## config.mk

```make
export PLATFORM = sky130hd
export DESIGN_NAME = erxf_top
export DESIGN_NICKNAME = d
export VERILOG_FILES = /design/src/common/erxf_pkg.sv /design/src/verilog/erxf_addr_match.sv /design/src/verilog/erxf_hash_crc.sv /design/src/verilog/erxf_top.sv
export VERILOG_INCLUDE_DIRS = /design/src /design/src/common
export SDC_FILE = /design/constraint.sdc
export NUM_CORES = 1
export LEC_CHECK = 0
export BUFFER_PORTS_ARGS = -buffer_cell sky130_fd_sc_hd__clkbuf_2
export CAP_MARGIN = 20
export CORE_ASPECT_RATIO = 1.4
export CORE_MARGIN = 1
export CORE_UTILIZATION = 60
export DETAILED_ROUTE_END_ITERATION = 10
export PLACE_DENSITY_LB_ADDON = 0.15
export SYNTH_ARGS = -nofsm -noshare
export SYNTH_HDL_FRONTEND = slang
export SYNTH_SLANG_ARGS = --single-unit
```

## constraint.sdc

```tcl
create_clock -name pclk -period 7.55 [get_ports pclk]
set_input_delay 1.51 -clock pclk [delete_from_list [all_inputs] [get_ports pclk]]
set_output_delay 1.51 -clock pclk [all_outputs]
set_load 0.03 [all_outputs]
```

## src/common/erxf_map.svh

```systemverilog
// Offsets, field positions, reset values and counts of the receive filter.
// Assumes a 32-bit APB slave with 12-bit byte addresses.
// What this block does
// - Six criteria: station, pattern, wake-up, hash, group and all-ones address.
// - One eight-bit control register holds every enable and the combine mode.
// - One combine-select bit picks AND or OR merging of enabled verdicts.
// - AND mode: frame rejected unless every enabled criterion accepts it.
// - OR mode: frame accepted if any enabled criterion accepts it.
// - Control register zero: accept every frame, no address or CRC test.
// - CRC check enable set drops frames with bad check sequence after filtering.
// - Pattern enable: AND drops failing frames, OR accepts passing ones.
// - Station criterion met only on exact six-byte destination match.
// - Group criterion met when bit 0 of first destination byte is set.
// - All-ones criterion met only for an all-ones destination address.
// - Hash criterion: CRC of destination indexes table bit, passes if set.
`ifndef ERXF_MAP_SVH
`define ERXF_MAP_SVH

// ----------------------------------------
// Register offsets
// ----------------------------------------
`define ERXF_OFS_CTRL 12'h000
`define ERXF_OFS_ADDR_LO 12'h004
`define ERXF_OFS_ADDR_HI 12'h008
`define ERXF_OFS_HASH_LO 12'h00c
`define ERXF_OFS_HASH_HI 12'h010
`define ERXF_OFS_STATUS 12'h014
`define ERXF_OFS_COUNT 12'h018

// ----------------------------------------
// Control fields and reset value
// ----------------------------------------
`define ERXF_CTRL_RESET 8'ha1
`define ERXF_BIT_STATION 7
`define ERXF_BIT_COMBINE 6
`define ERXF_BIT_CRC 5
`define ERXF_BIT_PATTERN 4
`define ERXF_BIT_WAKEUP 3
`define ERXF_BIT_HASH 2
`define ERXF_BIT_GROUP 1
`define ERXF_BIT_ALLONES 0
`define ERXF_CRIT_MASK 8'h9f

// ----------------------------------------
// Address and hash constants
// ----------------------------------------
`define ERXF_ADDR_BYTES 6
`define ERXF_ADDR_LAST 3'h5
`define ERXF_CRC_INIT 32'hffffffff
`define ERXF_CRC_POLY 32'hedb88320
`define ERXF_HASH_HI 28
`define ERXF_HASH_LO 23

`endif

```

## src/common/erxf_pkg.sv

```systemverilog
// Types shared by the receive filter modules.
// Assumes nothing of its surroundings.
package erxf_pkg;

  // ----------------------------------------
  // Frame tracking
  // ----------------------------------------
  typedef enum logic [1:0] {RX_IDLE, RX_HEAD, RX_BODY} erxf_rx_state_t;

  typedef logic [7:0] erxf_ctrl_t;

endpackage

```

## src/verilog/erxf_addr_match.sv

```systemverilog
// Destination address capture and the address-only criteria.
// Assumes the caller strobes each of the first six frame bytes with its index.
`timescale 1ns/10ps
`include "erxf_map.svh"
module erxf_addr_match import erxf_pkg::*; #(
  parameter int NBYTES = `ERXF_ADDR_BYTES
) (
  // Clock and reset
  input wire logic pclk,
  input wire logic presetn,
  // Byte capture
  input wire logic cap_en,
  input wire logic [2:0] cap_idx,
  input wire logic [7:0] cap_byte,
  // Programmed local address, first byte in the low bits
  input wire logic [8*NBYTES-1:0] station_addr,
  // Criteria
  output logic station_hit,
  output logic group_hit,
  output logic all_ones_hit
);

  wire [8*NBYTES-1:0] dest;

  genvar g;
  generate
    for (g = 0; g < NBYTES; g++) begin : g_byte
      logic [7:0] byte_r;
      always_ff @(posedge pclk or negedge presetn) begin
        if (!presetn) begin
          byte_r <= 8'h00;
        end else if (cap_en && cap_idx == 3'(g)) begin
          byte_r <= cap_byte;
        end
      end
      assign dest[8*g +: 8] = byte_r;
    end
  endgenerate

  assign station_hit = (dest == station_addr);
  assign group_hit = dest[0];
  assign all_ones_hit = &dest;

endmodule // erxf_addr_match

```

## src/verilog/erxf_hash_crc.sv

```systemverilog
// Running CRC over the destination bytes and the hash table index taken from it.
// Assumes start marks the first byte of a frame together with byte_en.
`timescale 1ns/10ps
`include "erxf_map.svh"
module erxf_hash_crc import erxf_pkg::*; (
  // Clock and reset
  input wire logic pclk,
  input wire logic presetn,
  // Byte stream
  input wire logic start,
  input wire logic byte_en,
  input wire logic [7:0] byte_in,
  // Table index
  output logic [5:0] hash_idx
);

  logic [31:0] crc_r;
  logic [31:0] crc_seed;

  function automatic logic [31:0] erxf_crc_byte(input logic [31:0] c, input logic [7:0] d);
    logic [31:0] r;
    r = c;
    for (int i = 0; i < 8; i++) begin
      r = (r[0] ^ d[i]) ? ((r >> 1) ^ `ERXF_CRC_POLY) : (r >> 1);
    end
    return r;
  endfunction

  // Seeding on the first byte lets frames follow back to back with no gap.
  assign crc_seed = start ? `ERXF_CRC_INIT : crc_r;

  always_ff @(posedge pclk or negedge presetn) begin
    if (!presetn) begin
      crc_r <= `ERXF_CRC_INIT;
    end else if (byte_en) begin
      crc_r <= erxf_crc_byte(crc_seed, byte_in);
    end
  end

  assign hash_idx = crc_r[`ERXF_HASH_HI:`ERXF_HASH_LO];

endmodule // erxf_hash_crc

```

## src/verilog/erxf_top.sv

```systemverilog
// Receive filter: APB register slave, frame tracking and the accept verdict.
// Assumes a byte stream from the MAC receive path and pattern, wake-up and
// check-sequence verdicts that are valid on the last byte of each frame.
`timescale 1ns/10ps
`include "erxf_map.svh"
module erxf_top import erxf_pkg::*; (
  // Clock and reset
  input wire logic pclk,
  input wire logic presetn,
  // APB slave
  input wire logic psel,
  input wire logic penable,
  input wire logic pwrite,
  input wire logic [11:0] paddr,
  input wire logic [31:0] pwdata,
  output logic [31:0] prdata,
  output logic pready,
  output logic pslverr,
  // Receive byte stream
  input wire logic rx_valid,
  input wire logic [7:0] rx_data,
  input wire logic rx_sof,
  input wire logic rx_eof,
  // Verdicts of the outer engines, valid with the last byte
  input wire logic rx_fcs_ok,
  input wire logic pattern_match_ok,
  input wire logic wakeup_match_ok,
  // Verdict
  output logic verdict_valid,
  output logic verdict_accept
);

  // ----------------------------------------
  // Declarations
  // ----------------------------------------
  erxf_rx_state_t st_r;
  erxf_rx_state_t st_nxt;
  erxf_ctrl_t ctrl_r;
  logic [47:0] station_addr_r;
  logic [63:0] hash_table_r;
  logic [2:0] byte_idx_r;
  logic [2:0] byte_idx_nxt;
  logic addr_full_r;
  logic addr_full_nxt;
  logic pready_r;
  logic pslverr_r;
  logic [31:0] prdata_r;
  logic verdict_valid_r;
  logic verdict_accept_r;
  logic [15:0] acc_cnt_r;
  logic [15:0] rej_cnt_r;
  logic [6:0] sel;
  logic setup;
  logic wr;
  logic [31:0] rd_mux;
  logic start;
  logic cap_en;
  logic [2:0] cap_idx;
  logic frame_end;
  logic station_hit;
  logic group_hit;
  logic all_ones_hit;
  logic [5:0] hash_idx;
  logic hash_hit;
  logic [7:0] meet;
  logic [7:0] en;
  logic and_pass;
  logic or_pass;
  logic filt_pass;
  logic crc_pass;
  logic promisc;
  logic accept_nxt;

  // ----------------------------------------
  // Register decode
  // ----------------------------------------
  function automatic logic [6:0] erxf_decode(input logic [11:0] a);
    case (a)
      `ERXF_OFS_CTRL: erxf_decode = 7'h01;
      `ERXF_OFS_ADDR_LO: erxf_decode = 7'h02;
      `ERXF_OFS_ADDR_HI: erxf_decode = 7'h04;
      `ERXF_OFS_HASH_LO: erxf_decode = 7'h08;
      `ERXF_OFS_HASH_HI: erxf_decode = 7'h10;
      `ERXF_OFS_STATUS: erxf_decode = 7'h20;
      `ERXF_OFS_COUNT: erxf_decode = 7'h40;
      default: erxf_decode = 7'h00;
    endcase
  endfunction

  assign sel = erxf_decode(paddr);
  assign setup = psel && !penable;
  // A write lands only at the access edge that also sees pready high.
  assign wr = psel && penable && pready_r && pwrite;

  assign rd_mux = ({32{sel[0]}} & {24'h000000, ctrl_r})
                | ({32{sel[1]}} & station_addr_r[31:0])
                | ({32{sel[2]}} & {16'h0000, station_addr_r[47:32]})
                | ({32{sel[3]}} & hash_table_r[31:0])
                | ({32{sel[4]}} & hash_table_r[63:32])
                | ({32{sel[5]}} & {28'h0000000, addr_full_r, st_r != RX_IDLE, verdict_valid_r,
                                    verdict_accept_r})
                | ({32{sel[6]}} & {rej_cnt_r, acc_cnt_r});

  // ----------------------------------------
  // APB slave
  // ----------------------------------------
  // Read data is latched in the setup cycle so the access phase needs no wait.
  always_ff @(posedge pclk or negedge presetn) begin
    if (!presetn) begin
      pready_r <= 1'b0;
      pslverr_r <= 1'b0;
      prdata_r <= 32'h00000000;
    end else begin
      pready_r <= setup;
      pslverr_r <= setup && (sel == 7'h00);
      if (setup) begin
        prdata_r <= rd_mux;
      end
    end
  end

  always_ff @(posedge pclk or negedge presetn) begin
    if (!presetn) begin
      ctrl_r <= `ERXF_CTRL_RESET;
      station_addr_r <= 48'h000000000000;
      hash_table_r <= 64'h0000000000000000;
    end else if (wr) begin
      if (sel[0]) begin
        ctrl_r <= pwdata[7:0];
      end
      if (sel[1]) begin
        station_addr_r[31:0] <= pwdata;
      end
      if (sel[2]) begin
        station_addr_r[47:32] <= pwdata[15:0];
      end
      if (sel[3]) begin
        hash_table_r[31:0] <= pwdata;
      end
      if (sel[4]) begin
        hash_table_r[63:32] <= pwdata;
      end
    end
  end

  // ----------------------------------------
  // Frame tracking
  // ----------------------------------------
  // A start of frame always restarts capture, even inside a running frame.
  assign start = rx_valid && rx_sof;
  assign cap_en = start || (rx_valid && st_r == RX_HEAD);
  assign cap_idx = start ? 3'h0 : byte_idx_r;
  assign frame_end = rx_valid && rx_eof && (start || st_r != RX_IDLE);

  always_comb begin
    st_nxt = st_r;
    byte_idx_nxt = byte_idx_r;
    addr_full_nxt = addr_full_r;
    case (st_r)
      RX_IDLE: begin
        if (start) begin
          st_nxt = RX_HEAD;
          byte_idx_nxt = 3'h1;
          addr_full_nxt = 1'b0;
        end
      end
      RX_HEAD: begin
        if (start) begin
          byte_idx_nxt = 3'h1;
          addr_full_nxt = 1'b0;
        end else if (rx_valid) begin
          byte_idx_nxt = byte_idx_r + 3'h1;
          if (byte_idx_r == `ERXF_ADDR_LAST) begin
            st_nxt = RX_BODY;
            addr_full_nxt = 1'b1;
          end
        end
      end
      RX_BODY: begin
        if (start) begin
          st_nxt = RX_HEAD;
          byte_idx_nxt = 3'h1;
          addr_full_nxt = 1'b0;
        end
      end
      default: begin
        st_nxt = RX_IDLE;
      end
    endcase
    if (frame_end) begin
      st_nxt = RX_IDLE;
    end
  end

  always_ff @(posedge pclk or negedge presetn) begin
    if (!presetn) begin
      st_r <= RX_IDLE;
      byte_idx_r <= 3'h0;
      addr_full_r <= 1'b0;
    end else begin
      st_r <= st_nxt;
      byte_idx_r <= byte_idx_nxt;
      addr_full_r <= addr_full_nxt;
    end
  end

  erxf_addr_match u_addr (
    .pclk(pclk),
    .presetn(presetn),
    .cap_en(cap_en),
    .cap_idx(cap_idx),
    .cap_byte(rx_data),
    .station_addr(station_addr_r),
    .station_hit(station_hit),
    .group_hit(group_hit),
    .all_ones_hit(all_ones_hit)
  );

  erxf_hash_crc u_hash (
    .pclk(pclk),
    .presetn(presetn),
    .start(start),
    .byte_en(cap_en),
    .byte_in(rx_data),
    .hash_idx(hash_idx)
  );

  // ----------------------------------------
  // Verdict
  // ----------------------------------------
  // Address criteria fail on frames of two to six bytes, as addr_full_r is set only after the sixth byte; a one-byte frame sees the previous frame's addr_full_r.
  assign hash_hit = hash_table_r[hash_idx];
  assign meet[`ERXF_BIT_STATION] = addr_full_r && station_hit;
  assign meet[`ERXF_BIT_COMBINE] = 1'b0;
  assign meet[`ERXF_BIT_CRC] = 1'b0;
  assign meet[`ERXF_BIT_PATTERN] = pattern_match_ok;
  assign meet[`ERXF_BIT_WAKEUP] = wakeup_match_ok && addr_full_r && station_hit;
  assign meet[`ERXF_BIT_HASH] = addr_full_r && hash_hit;
  assign meet[`ERXF_BIT_GROUP] = addr_full_r && group_hit;
  assign meet[`ERXF_BIT_ALLONES] = addr_full_r && all_ones_hit;

  assign en = ctrl_r & `ERXF_CRIT_MASK;
  assign and_pass = &(~en | meet);
  assign or_pass = (en == 8'h00) || |(en & meet);
  assign filt_pass = ctrl_r[`ERXF_BIT_COMBINE] ? and_pass : or_pass;
  assign crc_pass = !ctrl_r[`ERXF_BIT_CRC] || rx_fcs_ok;
  assign promisc = (ctrl_r == 8'h00);
  assign accept_nxt = promisc || (filt_pass && crc_pass);

  // The verdict follows the last byte by one edge, before any buffer commit.
  always_ff @(posedge pclk or negedge presetn) begin
    if (!presetn) begin
      verdict_valid_r <= 1'b0;
      verdict_accept_r <= 1'b0;
    end else begin
      verdict_valid_r <= frame_end;
      if (frame_end) begin
        verdict_accept_r <= accept_nxt;
      end
    end
  end

  // A counter bump in the clearing cycle is kept, not lost.
  always_ff @(posedge pclk or negedge presetn) begin
    if (!presetn) begin
      acc_cnt_r <= 16'h0000;
      rej_cnt_r <= 16'h0000;
    end else begin
      if (wr && sel[6]) begin
        acc_cnt_r <= {15'h0000, frame_end && accept_nxt};
        rej_cnt_r <= {15'h0000, frame_end && !accept_nxt};
      end else if (frame_end) begin
        if (accept_nxt) begin
          acc_cnt_r <= acc_cnt_r + 16'h0001;
        end else begin
          rej_cnt_r <= rej_cnt_r + 16'h0001;
        end
      end
    end
  end

  assign prdata = prdata_r;
  assign pready = pready_r;
  assign pslverr = pslverr_r;
  assign verdict_valid = verdict_valid_r;
  assign verdict_accept = verdict_accept_r;
endmodule // erxf_top

```

# Word-level counts from Yosys, hierarchy flattened
# Cells that the tools add are included.
[totals] input_bits=63 register_bits=274
[op_classes] eq_ne=23 add_sub_neg=3 n_reduce_logical=57 n_lt_le_gt_ge=1 bitwise=32 n_mux=35
[ops] operator="$mux 32" n=9
[ops] operator="$or 32x32->32" n=6
[ops] operator="$and 32x32->32" n=4
[ops] operator="$not 13->14" n=8
[ops] operator="$mux 16" n=6
[ops] operator="$pmux 7 s7" n=1
[ops] operator="$eq 48x48->1" n=1
[ops] operator="$reduce_and 48->1" n=1
[ops] operator="$eq 12x5->1 const B" n=3
[ops] operator="$add 16x1->16 const B" n=2
[ops] operator="$and 32x16->32" n=1
[ops] operator="$and 32x4->32" n=1
[ops] operator="$and 32x8->32" n=1
[ops] operator="$logic_and 1x1->1" n=25
[ops] operator="$eq 12x4->1 const B" n=2
[ops] operator="$logic_not 8->1" n=2
[ops] operator="$reduce_and 2->1" n=7
[ops] operator="$eq 12x3->1 const B" n=1
[ops] operator="$logic_not 12->1" n=1
[ops] operator="$mux 3" n=4
[ops] operator="$mux 2" n=5
[ops] operator="$eq 3x3->1 const B" n=3
[ops] operator="$ne 3x3->1 const B" n=3
[ops] operator="$and 8x8->8" n=1
[ops] operator="28 further kinds" n=53

# Longest topological paths before layout
[depth] ltp_word=18 ltp_mapped=13 ltp_nobuf=9

# Modules after synthesis
# From an unflattened synthesis, not the netlist that was laid out.
[unflattened] cells_unflattened=1191 hier_area_um2=14221.1
[modules_own_cells] module="erxf_top" cells_per_inst=771 area_each_um2=9422.8 n_inst=1 seq_area_each_um2=4858.4
[modules_own_cells] module="erxf_addr_match" cells_per_inst=188 area_each_um2=2467.4 n_inst=1 seq_area_each_um2=1201.2
[modules_own_cells] module="erxf_hash_crc" cells_per_inst=232 area_each_um2=2331.0 n_inst=1 seq_area_each_um2=840.8

# Least setup slack after synthesis
# No wires, ideal clock.
[synth_timing] kind="input port to flip-flop" from="input paddr[9]" to="register hash_table_r[33]" path_stages=8 setup_slack_ns=3.784 arrival_ns=3.639 setup_time_ns=0.128 path_buffers=2 cell_sequence="or4_1 -> nor3_1 -> nand2_1 -> nor4_1 -> and2_1 -> buf_2 -> buf_4 -> mux2_1"
[synth_between] elab_chain_cells=3
[synth_rtl] element="start: declaration" line="erxf_top.sv:14" source="input wire logic [11:0] paddr,"
[synth_rtl] element="$eq 12x5->1 (tied with other cells)" line="erxf_top.sv:78" source="case (a)"
[synth_rtl] element="$pmux 7 s7 (*)" line="erxf_top.sv:78"
[synth_rtl] element="$reduce_and 2->1 (no line) (*)"
[synth_rtl] element="end signal: assignment" line="erxf_top.sv:141" source="hash_table_r[63:32] <= pwdata;"
[synth_rtl] element="end: declaration" line="erxf_top.sv:40" source="logic [63:0] hash_table_r;"
# Every way passes the cells marked *; elsewhere a longest branch is shown, timed or not.
# A chain may end at the register's enable or synchronous reset.

# Worst setup path in the final report
[layout_timing] from="input paddr[9]" to="register hash_table_r[41]"
# Same word-level chain as after synthesis.

==> impl_metrics.csv <==
group,metric,value,unit
synthesis,syn_nets,1288,
cts,clk_latency,0.53,ns
pwr,p_sw,1.57,mW
cts,hold_buffers,0,
cells_and_area,drive_above_1_share,24.9,%
worst_setup_path,worstPathArrival,4.55,ns
worst_setup_path,crit_fanout,33,
synthesis,synth_top_cell_area_share,43.1,%
global_routing,grt_first_pass_wirelength,59100,um
pwr,p_int,3.18,mW
die,start_util,61.4,%
worst_setup_path,timing.rr.start,"u_hash.crc_r[23]",
cts,cts_made_buffers,27,
global_routing,gr-total-overflow,0,
die,die_height,182,um
synthesis,seq_area_frac_synth,49.7,%
synthesis,synthCells,1221,
timing,tightestPinTransition,1.08,ns
cells_and_area,final_common_cell,"dfrtp_1",
synthesis,synth_top_area_cell,"dfrtp_1",
cts,postCtsSetupBuffers,0,
timing,finalSetupTns,0,ns
worst_setup_path,cp.required,7.96,ns
cts,htree_levels,1,
min_path,holdCritStartpoint,"u_hash.crc_r[8]",
cells_and_area,fillers,1716,
pwr,vdd_drop_max,0.351,mV
die,die_w,131,um
die,fp-row-count,65,
cells_and_area,nNetsFinal,1358,
route,drc,0,
route,drtIter0Drc,812,
timing,maxSlewHeadroom,27.7,%
worst_setup_path,startpoint,"paddr[9]",
placement,place_ws,2.87,ns
min_path,hp-class,"reg -> reg",
route,drtPass1Iterations,6,
route,ant_nets,0,
worst_setup_path,crit_type,"in -> reg",
route,wl,37700,um
pwr,power_density,306,nW/um^2
cells_and_area,syn_to_final_growth,11.9,%
pwr,seqPwrFrac,42.7,%
placement,io_buffer_count,98,
synthesis,synth.cell_area,13900,sq um
worst_setup_path,cp-start-kind,"input pin",
status,status,"finished clean",
timing,hold_viol_final,0,
cells_and_area,diodes,0,
global_routing,grt_max_degree,181,
timing,min_period,4.15,ns
cts,cts_tree,"built",
cts,cts-root-buf,"clkbuf_16",
placement,hpwl,27300,um
cells_and_area,final_cell_mix,"239 x dfrtp_1, 97 x clkbuf_2, 91 x nor2_1",
synthesis,yosys.cell_types.count,68,
cts,clock_path_buffers,3,
die,core_area,22600,sq um
die,dieArea,23800,sq um
run,drv_cap,0,
pwr,p_sw_share,33.1,%
synthesis,synth_edf_count,0,
synthesis,yosysWarnings,0,
global_routing,grtUsageTotal,33.2,%
timing,setup_viol,0,
synthesis,async_flop_share,100,%
synthesis,synthTopCellsByArea,"dfrtp_1 43%, mux2_2 6.8%, dfstp_2 6.6%, mux2_1 6.3%, xnor2_1 4.9%",
placement,place.gp.congestion,0.920,
cts,clkTransAtPathRegs,0.06,ns
global_routing,grt_pass1_vias,10200,
pwr,power_frac_comb,27.5,%
synthesis,synth_seq_cells,274,
synthesis,synthFlopType,"dfrtp_1",
placement,placed_area,14600,sq um
route,vias,10400,
die,pin_count,99,
route,via_per_inst,6.45,
timing,period_share,54.9,%
timing,finalMaxSlewViolations,0,
cells_and_area,design_area,15500,sq um
timing,rsz0062_at_grt,"no",
timing,clock.fmax,241,MHz
pwr,p_leak,6.93,nW
timing,skew,0.0171,ns
route,avgRoutedWirePerCell,23.4,um
cts,cts_resized,0,
global_routing,antenna_found_initial,1,
pwr,pwr-share-clk,29.8,%
synthesis,syn_area_per_cell,11.4,sq um
worst_setup_path,crit_path_end_kind,"flop",
cts,cts.sinks,274,
timing,setup_ws,3.40,ns
Yosys cell counts (4+ instances only):
cell type  count
mux2_1        78
nor3_1        18
mux4_2        13
mux2i_1       22
buf_2         17
a22o_1         7
a22oi_1       64
o31ai_1        5
xnor2_1       77
and3_1         6
nand4_1       32
a221oi_1       7
nand2b_1       5
o21ai_0       14
clkbuf_1      48
nor4_1        10
a21oi_1       41
nand2_1       65
or2_2         10
xor2_1        24
buf_4          5
dfrtp_1      239
o22ai_1       25
dfstp_2       35
ha_1           4
or3_1         12
inv_1         16
nor2_1        93
xnor2_2        6
nand3_1       18
a222oi_1      13
o21ai_1       18
nand3b_1       5
a31oi_1       32
mux2_2        84
area by class of cell:
class | instances | area [sq um] | area share [%]
clock buffers | 40 | 785 | 5.05
clock inverters | 9 | 148 | 0.950
inverters | 17 | 63.8 | 0.411
multi-input cells | 855 | 6620 | 42.6
flip-flops and latches | 274 | 6900 | 44.4
well taps | 301 | 377 | 2.42
repair buffers | 116 | 648 | 4.17
routing by layer:
layer	global-route usage (%)	wire (um)
met4	13.5	1690
met1	43.5	14900
met2	54.8	18600
met3	5.27	2510
met5	0	13
path summary, 6_finish.rpt:
kind / to / slack [ns] / cells past startpoint
max: hash_table_r[41] / 3.40 / 9
min reg2reg: u_hash.crc_r[8] / 0.47 / 2
min: u_hash.crc_r[8] / 0.47 / 2
max reg2reg: rej_cnt_r[14] / 3.76 / 10
min in group asynchronous: rej_cnt_r[9] / 0.96 / 1
max in group asynchronous: station_addr_r[37] / 5.14 / 2
registers in the layout, indices dropped and copies added, names as in the netlist, 2 cells and up:
signal                count
hash_table_r             64
station_addr_r           48
u_addr.g_byte.byte_r     48
prdata                   32
u_hash.crc_r             32
acc_cnt_r                16
rej_cnt_r                16
ctrl_r                    8
byte_idx_r                3
st_r                      2
worst max-delay path, stage by stage:
cell	delay (ns)
clkbuf_2	0.07
or4_1	0.52
nor3_1	0.25
nand2_1	0.19
nor4_2	0.16
buf_4	0.40
and2_1	0.70
buf_4	0.37
mux2_1	0.35
per-stage QoR:
step	utilization [%]	power (mW)	hold slack (ns)	instances
final	68.7	4.75	0.468	1612
after global placement	64.6	3.31	0.456	1562
after detailed placement	64.6	3.35	0.459	1562
after CTS	68.7	4.76	0.468	1611
after floorplan	-	2.98	0.442	1221
after global routing	68.7	4.97	0.479	1612
cells by family (layout without fill, tap and decap cells):
group / after synthesis / in the layout / synth area share (%)
XOR/XNOR: 109 / 109 / 7.39
AO/OA/AOI/OAI: 248 / 248 / 12.1
buffers and inverters: 92 / 182 / 2.94
AND/OR/NAND/NOR: 297 / 297 / 10.7
adder cells (fa/ha/maj): 4 / 4 / 0.360
flip-flops: 274 / 274 / 49.7
multiplexers: 197 / 197 / 16.8
power groups by stage:
stage	logic [mW]	registers (mW)	clock network, mW
floorplan	1.05	1.93	0
global placement	1.27	2.04	0
detailed placement	1.30	2.05	0
CTS	1.31	2.03	1.43
global route	1.42	2.06	1.49
finish	1.31	2.03	1.42
Power figures use the tool's default switching activity.
